===== src/core/tnp_pkg.sv =====
// three nibble io ports: shared constants, register indexes and types
// assumes a 200 MHz system clock and an AHB-Lite register bus
package tnp_pkg;

    // ------------------------------------------------------------
    // geometry
    // ------------------------------------------------------------
    localparam int NPIN  = 12;
    localparam int NBIT  = 4;
    localparam int NPORT = 3;

    // ------------------------------------------------------------
    // register indexes, byte address is four times the index
    // ------------------------------------------------------------
    localparam int         ADDR_LSB          = 2;
    localparam int         ADDR_MSB          = 9;
    localparam logic [7:0] IDX_FIRST_DATA    = 8'h00;
    localparam logic [7:0] IDX_SECOND_DATA   = 8'h01;
    localparam logic [7:0] IDX_THIRD_DATA    = 8'h02;
    localparam logic [7:0] IDX_SHARED_CTRL   = 8'h08;
    localparam logic [7:0] IDX_ALT_SELECT    = 8'h09;
    localparam logic [7:0] IDX_PIN_CTRL      = 8'h10;

    // ------------------------------------------------------------
    // fields and reset values
    // ------------------------------------------------------------
    localparam int         CTL_IE     = 3;
    localparam int         CTL_FSEL   = 2;
    localparam int         CTL_DIR    = 1;
    localparam int         CTL_MOD    = 0;
    localparam int         PULL_BIT   = 0;
    localparam int         ALT_TXD    = 0;
    localparam int         ALT_OVF    = 1;
    localparam logic [3:0] DATA_RESET = 4'h0;
    localparam logic [3:0] CTRL_RESET = 4'h0;
    localparam logic       PULL_RESET = 1'b0;
    localparam logic [1:0] ALT_RESET  = 2'h0;

    // ------------------------------------------------------------
    // pins carrying secondary functions
    // ------------------------------------------------------------
    localparam int PIN_TRG = 0;
    localparam int PIN_RXD = 1;
    localparam int PIN_ECK = 2;
    localparam int PIN_TXD = 10;
    localparam int PIN_OVF = 11;

    // ------------------------------------------------------------
    // timing
    // ------------------------------------------------------------
    localparam int CLK_HZ     = 200_000_000;
    localparam int SAMPLE_HZ  = 64;
    localparam int SAMPLE_DIV = CLK_HZ / SAMPLE_HZ;
    localparam int DIV_W      = 22;
    localparam int HTRANS_ACT = 1;
    localparam logic HRESP_OKAY = 1'b0;

    typedef enum logic [2:0] {MC_IDLE, MC_S1, MC_S2, MC_S3, MC_S4} tnp_mc_t;

endpackage : tnp_pkg


===== src/core/tnp_pin.sv =====
// three nibble io ports: one pin's drive, termination and change detect
// assumes pin_in is synchronous to clk and tick is a one-cycle pulse
module tnp_pin
    import tnp_pkg::*;
(
    input  wire logic       clk,
    input  wire logic       reset_n,
    input  wire logic [3:0] ctrl,
    input  wire logic       pull_up,
    input  wire logic       out_val,
    input  wire logic       pin_in,
    input  wire logic       tick,
    output logic            pin_out,
    output logic            pin_oe,
    output logic            pu_en,
    output logic            pd_en,
    output logic            irq
);

    // ------------------------------------------------------------
    // drive and termination
    // ------------------------------------------------------------
    logic sample_en;
    logic prev_q;

    always_ff @(posedge clk or negedge reset_n) begin
        if (!reset_n) begin
            pin_out <= 1'b0;
            pin_oe  <= 1'b0;
            pu_en   <= 1'b0;
            pd_en   <= 1'b0;
        end else begin
            pin_out <= ctrl[CTL_MOD] ? 1'b0 : out_val;
            pin_oe  <= ctrl[CTL_DIR] & (~ctrl[CTL_MOD] | ~out_val);
            pu_en   <= ~ctrl[CTL_DIR] & ~ctrl[CTL_MOD] & pull_up;
            pd_en   <= ~ctrl[CTL_DIR] & ~ctrl[CTL_MOD] & ~pull_up;
        end
    end

    // ------------------------------------------------------------
    // level change detect
    // ------------------------------------------------------------
    assign sample_en = ctrl[CTL_FSEL] | tick;

    always_ff @(posedge clk or negedge reset_n) begin
        if (!reset_n) begin
            prev_q <= 1'b0;
            irq    <= 1'b0;
        end else begin
            if (sample_en) begin
                prev_q <= pin_in;
            end
            irq <= sample_en & ctrl[CTL_IE] & (pin_in != prev_q);
        end
    end

endmodule : tnp_pin


===== src/core/tnp_ports.sv =====
// three nibble io ports: register file, bus slave and pin array
// assumes an AHB-Lite master, pins synchronous to clk, one 200 MHz clock
//
// Notes on behaviour
// - three 4-bit ports, every one of twelve pins input or output
// - each pin picks resistor or high-z input, push-pull or open-drain output
// - one shared bit picks pull-up or pull-down for all ports
// - every pin can raise an interrupt on input level change
// - first port bit 0 feeds the timer capture trigger
// - first port bit 1 feeds serial receive data
// - first port bit 2 feeds the timer external count clock
// - third port bit 2 can output serial transmit data instead of latch
// - third port bit 3 can output timer overflow instead of latch
// - direction bit 1 set drives the pin from the data latch
// - read returns latch for output bits, pin level for input bits
// - one read mixes latch and pin bits, chosen per bit by direction
// - reset clears all three data latches to zero
// - a written value reaches the pin after step S4 of the access
// - read value is captured at step S2 of the access
// - reset clears the shared pull-direction bit
// - per-pin control: irq enable, sample clock, direction, style; reset zero
module tnp_ports
    import tnp_pkg::*;
#(
    parameter int SAMPLE_CYCLES = SAMPLE_DIV
)
(
    input  wire logic        clk,
    input  wire logic        reset_n,
    input  wire logic        hsel,
    input  wire logic [31:0] haddr,
    input  wire logic [1:0]  htrans,
    input  wire logic        hwrite,
    input  wire logic [2:0]  hsize,
    input  wire logic [31:0] hwdata,
    input  wire logic        hready,
    output logic [31:0]      hrdata,
    output logic             hreadyout,
    output logic             hresp,
    input  wire logic [11:0] pin_i,
    output logic [11:0]      pin_o,
    output logic [11:0]      pin_oe,
    output logic [11:0]      pin_pu_en,
    output logic [11:0]      pin_pd_en,
    output logic [11:0]      pin_irq,
    input  wire logic        serial_tx_data,
    input  wire logic        timer_overflow_flag,
    output logic             timer_capture_trigger,
    output logic             serial_rx_data,
    output logic             timer_external_clock
);

    // ------------------------------------------------------------
    // state
    // ------------------------------------------------------------
    tnp_mc_t                        mc_q;
    logic [7:0]                     addr_q;
    logic                           wr_q;
    logic [NPORT-1:0][NBIT-1:0]     data_q;
    logic [NPIN-1:0][3:0]           ctrl_q;
    logic                           pull_up_q;
    logic [1:0]                     alt_q;
    logic [DIV_W-1:0]               div_q;
    logic                           tick_q;
    logic                           accept;
    logic [NPIN-1:0]                dir_w;
    logic [NPIN-1:0]                latch_w;
    logic [NPIN-1:0]                out_w;
    logic [31:0]                    rd_d;

    assign accept  = hsel & hready & htrans[HTRANS_ACT];
    assign latch_w = data_q;

    // ------------------------------------------------------------
    // access sequencer: S1..S4 per data phase
    // ------------------------------------------------------------
    always_ff @(posedge clk or negedge reset_n) begin
        if (!reset_n) begin
            mc_q   <= MC_IDLE;
            addr_q <= 8'h00;
            wr_q   <= 1'b0;
        end else begin
            unique case (mc_q)
                MC_IDLE, MC_S4: begin
                    if (accept) begin
                        mc_q   <= MC_S1;
                        addr_q <= haddr[ADDR_MSB:ADDR_LSB];
                        wr_q   <= hwrite;
                    end else begin
                        mc_q <= MC_IDLE;
                    end
                end
                MC_S1: begin
                    mc_q <= MC_S2;
                end
                MC_S2: begin
                    mc_q <= MC_S3;
                end
                MC_S3: begin
                    mc_q <= MC_S4;
                end
            endcase
        end
    end

    always_ff @(posedge clk or negedge reset_n) begin
        if (!reset_n) begin
            hreadyout <= 1'b1;
        end else if ((mc_q == MC_IDLE || mc_q == MC_S4) && accept) begin
            hreadyout <= 1'b0;
        end else if (mc_q == MC_S3) begin
            hreadyout <= 1'b1;
        end
    end

    always_ff @(posedge clk or negedge reset_n) begin
        if (!reset_n) begin
            hresp <= HRESP_OKAY;
        end else begin
            hresp <= HRESP_OKAY;
        end
    end

    // ------------------------------------------------------------
    // read path
    // ------------------------------------------------------------
    always_comb begin
        rd_d = 32'h0000_0000;
        unique case (addr_q)
            IDX_FIRST_DATA: begin
                rd_d[3:0] = (dir_w[3:0] & latch_w[3:0]) | (~dir_w[3:0] & pin_i[3:0]);
            end
            IDX_SECOND_DATA: begin
                rd_d[3:0] = (dir_w[7:4] & latch_w[7:4]) | (~dir_w[7:4] & pin_i[7:4]);
            end
            IDX_THIRD_DATA: begin
                rd_d[3:0] = (dir_w[11:8] & latch_w[11:8]) | (~dir_w[11:8] & pin_i[11:8]);
            end
            IDX_ALT_SELECT: begin
                rd_d[1:0] = alt_q;
            end
            default: begin
                rd_d = 32'h0000_0000;
            end
        endcase
    end

    always_ff @(posedge clk or negedge reset_n) begin
        if (!reset_n) begin
            hrdata <= 32'h0000_0000;
        end else if (mc_q == MC_S2 && !wr_q) begin
            hrdata <= rd_d;
        end
    end

    // ------------------------------------------------------------
    // write path
    // ------------------------------------------------------------
    always_ff @(posedge clk or negedge reset_n) begin
        if (!reset_n) begin
            data_q <= {NPORT{DATA_RESET}};
        end else if (mc_q == MC_S3 && wr_q) begin
            if (addr_q == IDX_FIRST_DATA) begin
                data_q[0] <= hwdata[3:0];
            end
            if (addr_q == IDX_SECOND_DATA) begin
                data_q[1] <= hwdata[3:0];
            end
            if (addr_q == IDX_THIRD_DATA) begin
                data_q[2] <= hwdata[3:0];
            end
        end
    end

    always_ff @(posedge clk or negedge reset_n) begin
        if (!reset_n) begin
            ctrl_q <= {NPIN{CTRL_RESET}};
        end else if (mc_q == MC_S3 && wr_q) begin
            for (int i = 0; i < NPIN; i++) begin
                if (addr_q == IDX_PIN_CTRL + 8'(i)) begin
                    ctrl_q[i] <= hwdata[3:0];
                end
            end
        end
    end

    always_ff @(posedge clk or negedge reset_n) begin
        if (!reset_n) begin
            pull_up_q <= PULL_RESET;
            alt_q     <= ALT_RESET;
        end else if (mc_q == MC_S3 && wr_q) begin
            if (addr_q == IDX_SHARED_CTRL) begin
                pull_up_q <= hwdata[PULL_BIT];
            end
            if (addr_q == IDX_ALT_SELECT) begin
                alt_q <= hwdata[1:0];
            end
        end
    end

    // ------------------------------------------------------------
    // 64 Hz sampling tick
    // ------------------------------------------------------------
    always_ff @(posedge clk or negedge reset_n) begin
        if (!reset_n) begin
            div_q  <= '0;
            tick_q <= 1'b0;
        end else if (div_q == DIV_W'(SAMPLE_CYCLES - 1)) begin
            div_q  <= '0;
            tick_q <= 1'b1;
        end else begin
            div_q  <= div_q + DIV_W'(1);
            tick_q <= 1'b0;
        end
    end

    // ------------------------------------------------------------
    // output value select and pin array
    // ------------------------------------------------------------
    always_comb begin
        out_w = latch_w;
        if (alt_q[ALT_TXD]) begin
            out_w[PIN_TXD] = serial_tx_data;
        end
        if (alt_q[ALT_OVF]) begin
            out_w[PIN_OVF] = timer_overflow_flag;
        end
    end

    for (genvar g = 0; g < NPIN; g++) begin : g_pin
        assign dir_w[g] = ctrl_q[g][CTL_DIR];
        tnp_pin u_pin (
            .clk     (clk),
            .reset_n (reset_n),
            .ctrl    (ctrl_q[g]),
            .pull_up (pull_up_q),
            .out_val (out_w[g]),
            .pin_in  (pin_i[g]),
            .tick    (tick_q),
            .pin_out (pin_o[g]),
            .pin_oe  (pin_oe[g]),
            .pu_en   (pin_pu_en[g]),
            .pd_en   (pin_pd_en[g]),
            .irq     (pin_irq[g])
        );
    end

    // ------------------------------------------------------------
    // secondary inputs to timer and serial port
    // ------------------------------------------------------------
    always_ff @(posedge clk or negedge reset_n) begin
        if (!reset_n) begin
            timer_capture_trigger <= 1'b0;
            serial_rx_data        <= 1'b0;
            timer_external_clock  <= 1'b0;
        end else begin
            timer_capture_trigger <= pin_i[PIN_TRG];
            serial_rx_data        <= pin_i[PIN_RXD];
            timer_external_clock  <= pin_i[PIN_ECK];
        end
    end
endmodule : tnp_ports


===== config.mk =====
export PLATFORM = sky130hd
export DESIGN_NAME = tnp_ports
export DESIGN_NICKNAME = d
export VERILOG_FILES = /design/src/core/tnp_pkg.sv /design/src/core/tnp_pin.sv /design/src/core/tnp_ports.sv
export SDC_FILE = /design/constraint.sdc
export NUM_CORES = 1
export LEC_CHECK = 0
export BUFFER_PORTS_ARGS = -buffer_cell sky130_fd_sc_hd__buf_2
export CORE_ASPECT_RATIO = 1.75
export CORE_MARGIN = 2
export CORE_UTILIZATION = 54
export DETAILED_ROUTE_END_ITERATION = 8
export GPL_ROUTABILITY_DRIVEN = 0
export PLACE_DENSITY = 0.8
export RECOVER_POWER = 50
export SLEW_MARGIN = 15
export SYNTH_ARGS = -nofsm -noshare
export SYNTH_HDL_FRONTEND = slang
export SYNTH_SLANG_ARGS = --single-unit

===== constraint.sdc =====
create_clock -name clk -period 2.3 [get_ports clk]
set_input_delay 0.46 -clock clk [delete_from_list [all_inputs] [get_ports clk]]
set_output_delay 0.46 -clock clk [all_outputs]
set_load 0.01 [all_outputs]

==> results_dict.tcl <==
set metrics [dict create \
    grt_use_met1 0.222 \
    tightestPinTransition_ps 1070 \
    path_clk_slew_ps 70 \
    yosys.area.top_type "dfrtp_1" \
    port_buffers 99 \
    maxCapViolCount 0 \
    grt_setup_unrepaired "no" \
    core-area_um2 14200 \
    area_growth_pct 10.5 \
    crit_arrival_ps 2400 \
    synthSimpleGateAreaFrac 0.124 \
    synth_compound_area_frac 0.0351 \
    htree_levels 4 \
    synth-xor-area-share 0.0303 \
    grt_overflow 0 \
    hold_path_class "in2reg" \
    synth_seq_area_share 0.571 \
    post_cts.repair.setup_buffers 0 \
    synth_adder_area_share 0.00160 \
    hold_buffers 1 \
    use_met3 0.0401 \
    rr_startpoint "addr_q[5]$_DFFE_PN0P_" \
    synth_warnings 0 \
    ant_nets 0 \
    end_kind "flip-flop" \
    gr-usage-all-layers 0.203 \
    grt_pass1_vias 4789 \
    crit_buf_inv 1 \
    netlist.area_leader.share 0.567 \
    min-delay-start "pin_i[1]" \
    fin_crit_ps 2100 \
    fin_crit_sh 0.912 \
    rows 58 \
    crit_fanout 4 \
    syn_area_per_cell_um2 12.6 \
    worstPathCellList "nor4b_1 > buf_4 > nand4_1 > or3_4 > mux2_4" \
    register_area_um2 4460 \
    max_stage_delay_ps 450 \
    die_x_um 94.9 \
    num_vias 4693 \
    timing.final.hold_violations 0 \
    synthFlopType "dfrtp_1" \
    first_pass_iters 6 \
    crit_type "reg2reg" \
    cts_resized 0 \
    required_ps 2600 \
    synth_common_cells "dfrtp_1 (177), buf_4 (89), mux2_2 (80)" \
    viasPerCell 5.42 \
    fin_worst_skew_ps 8.63 \
    synth.distinct_cells 54 \
    grt_pass1_wl_um 23900 \
    grt_use_met2 0.364 \
    grt_max_degree 63 \
    ys_top_cells_by_area "dfrtp_1 (57%), mux2_2 (12%), buf_4 (8.6%)" \
    clock_sinks 178 \
    dp_hpwl_um 10600 \
    r2r_end "ctrl_q[17]$_DFFE_PN0P_" \
    setup_viol 0 \
    startpoint_type "flip-flop" \
    grt_busiest_layer "met2" \
    drcViolationCount 0 \
    synth_top_family_by_area "multiplexers" \
    root_buffer "clkbuf_16" \
    status "finished, final reports clean" \
    initial_core_util 0.549 \
    crit_family "simple AND/OR/NAND/NOR gates" \
    p_leak_nw 4.01 \
    maxSlewHeadroom 0.284 \
    syn_area_um2 7810 \
    antenna_found_initial 0 \
    tritoncts "yes" \
    tns_ps 0 \
    async_flop_share 1.00 \
    clockBufferDepth 2 \
    wl_um 14800 \
    nets 762 \
    clock.fmax_mhz 477 \
    ir_drop_v 0.000615 \
    dieArea_um2 15500 \
    ios 185 \
    min_to "serial_rx_data$_DFF_PN0_" \
    clk_latency_ps 420 \
    multiInputGateArea_um2 2720 \
    holdPathStages 1 \
    cts_buffers 17 \
    maxSlewViolCount 0 \
    reg2regPathDepth 5 \
    hold_ws_ps 201 \
    n_fill_cell 1110 \
    syn_inst 620 \
    synth_seq_cells 178 \
    crit_path_start "addr_q[5]$_DFFE_PN0P_" \
    diodes 0 \
    slowest_stage "or3_4" \
    drt-initial-drc-count 281 \
    die_h_um 163 \
    synth_most_common_cell "dfrtp_1" \
    synth_edf_count 0 \
    r2r_slack_ps 200 \
    drive_above_1_share 0.334 \
    routedWlPerCell_um 17.1 \
    synthMuxAreaShare 0.142 \
    power_density_nw_per_um2 937 \
]
-- flip-flops by register name, summed over array words and instances, names as in the netlist, 2 cells and up --
signal / count
mc_q: 3
addr_q: 8
ctrl_q: 48
g_pin.u_pin.pd_en: 12
g_pin.u_pin.pu_en: 12
div_q: 22
g_pin.u_pin.pin_oe: 12
g_pin.u_pin.pin_out: 12
hrdata: 4
g_pin.u_pin.prev_q: 12
alt_q: 2
g_pin.u_pin.irq: 12
data_q: 12
-- cells by family (layout without fill, tap and decap cells) --
| group | count (synthesis) | count (layout) |
|---|---|---|
| flip-flops | 178 | 178 |
| AO/OA/AOI/OAI | 38 | 38 |
| multiplexers | 99 | 99 |
| XOR/XNOR | 27 | 27 |
| buffers and inverters | 108 | 146 |
| other | 1 | 29 |
| AND/OR/NAND/NOR | 168 | 168 |
| adder cells (fa/ha/maj) | 1 | 1 |
-- worst register-to-register path: cells and delay by family (launching register included) --
kind,cells,cell delay (ps)
AND/OR/NAND/NOR,3,1070
flip-flops,1,400
multiplexers,1,320
buffers and inverters,1,190
-- where the power goes --
part | total, W | internal, W | switching (W)
logic | 0.00115 | 0.000561 | 0.000590
clock network | 0.00303 | 0.00178 | 0.00125
registers | 0.00390 | 0.00352 | 0.000386
total | 0.00808 | 0.00585 | 0.00223
-- final cells by class --
cell class	instances	area share
sequential	178	0.517
inverter	7	0.00305
multi-input combinational	362	0.315
tap	180	0.0261
clock buffer	18	0.0509
clock inverter	14	0.0223
timing repair buffer	107	0.0662
-- layout by cell type (no fill, tap or decap), types with 14 or more instances in the layout --
cell type,instances
nor3_1,18
xnor2_1,21
conb_1,29
buf_2,95
nor3b_1,25
nand2_1,23
mux2_2,80
mux2i_1,14
nor2_1,35
nor2b_1,18
dfrtp_1,177
clkbuf_16,17
-- stage by stage --
step                      worst slack, ps  power, W  utilization  std cells  cell area (um2)
after global routing                  144   0.00844        0.606        866             8620
final                                 203   0.00808        0.606        866             8620
after CTS                             223   0.00813        0.608        866             8640
after global placement                286   0.00503        0.563        833             8000
after detailed placement              255   0.00511        0.563        833             8000
after floorplan                       451   0.00483            -        648             7910
-- per-layer routing --
metal  vias to the layer above  wire length (um)  part of all wire
met5                         -                 0                 0
met1                      2340              5430              0.37
met4                         0               549             0.037
met3                        41               710             0.048
met2                       174              8080              0.55
li1                       2138                 -                 -
-- worst max path at each step --
stage | cells past startpoint | endpoint | slack, ps
6_report | 5 | ctrl_q[17]$_DFFE_PN0P_ | 200
5_1_grt | 3 | ctrl_q[18]$_DFFE_PN0P_ | 140
4_1_cts | 5 | ctrl_q[17]$_DFFE_PN0P_ | 220
3_5_place_dp | 5 | ctrl_q[19]$_DFFE_PN0P_ | 260
3_3_place_gp | 5 | ctrl_q[18]$_DFFE_PN0P_ | 290
2_1_floorplan | 3 | pull_up_q$_DFFE_PN0P_ | 450
Note: power is estimated with default switching activity, not from simulation.
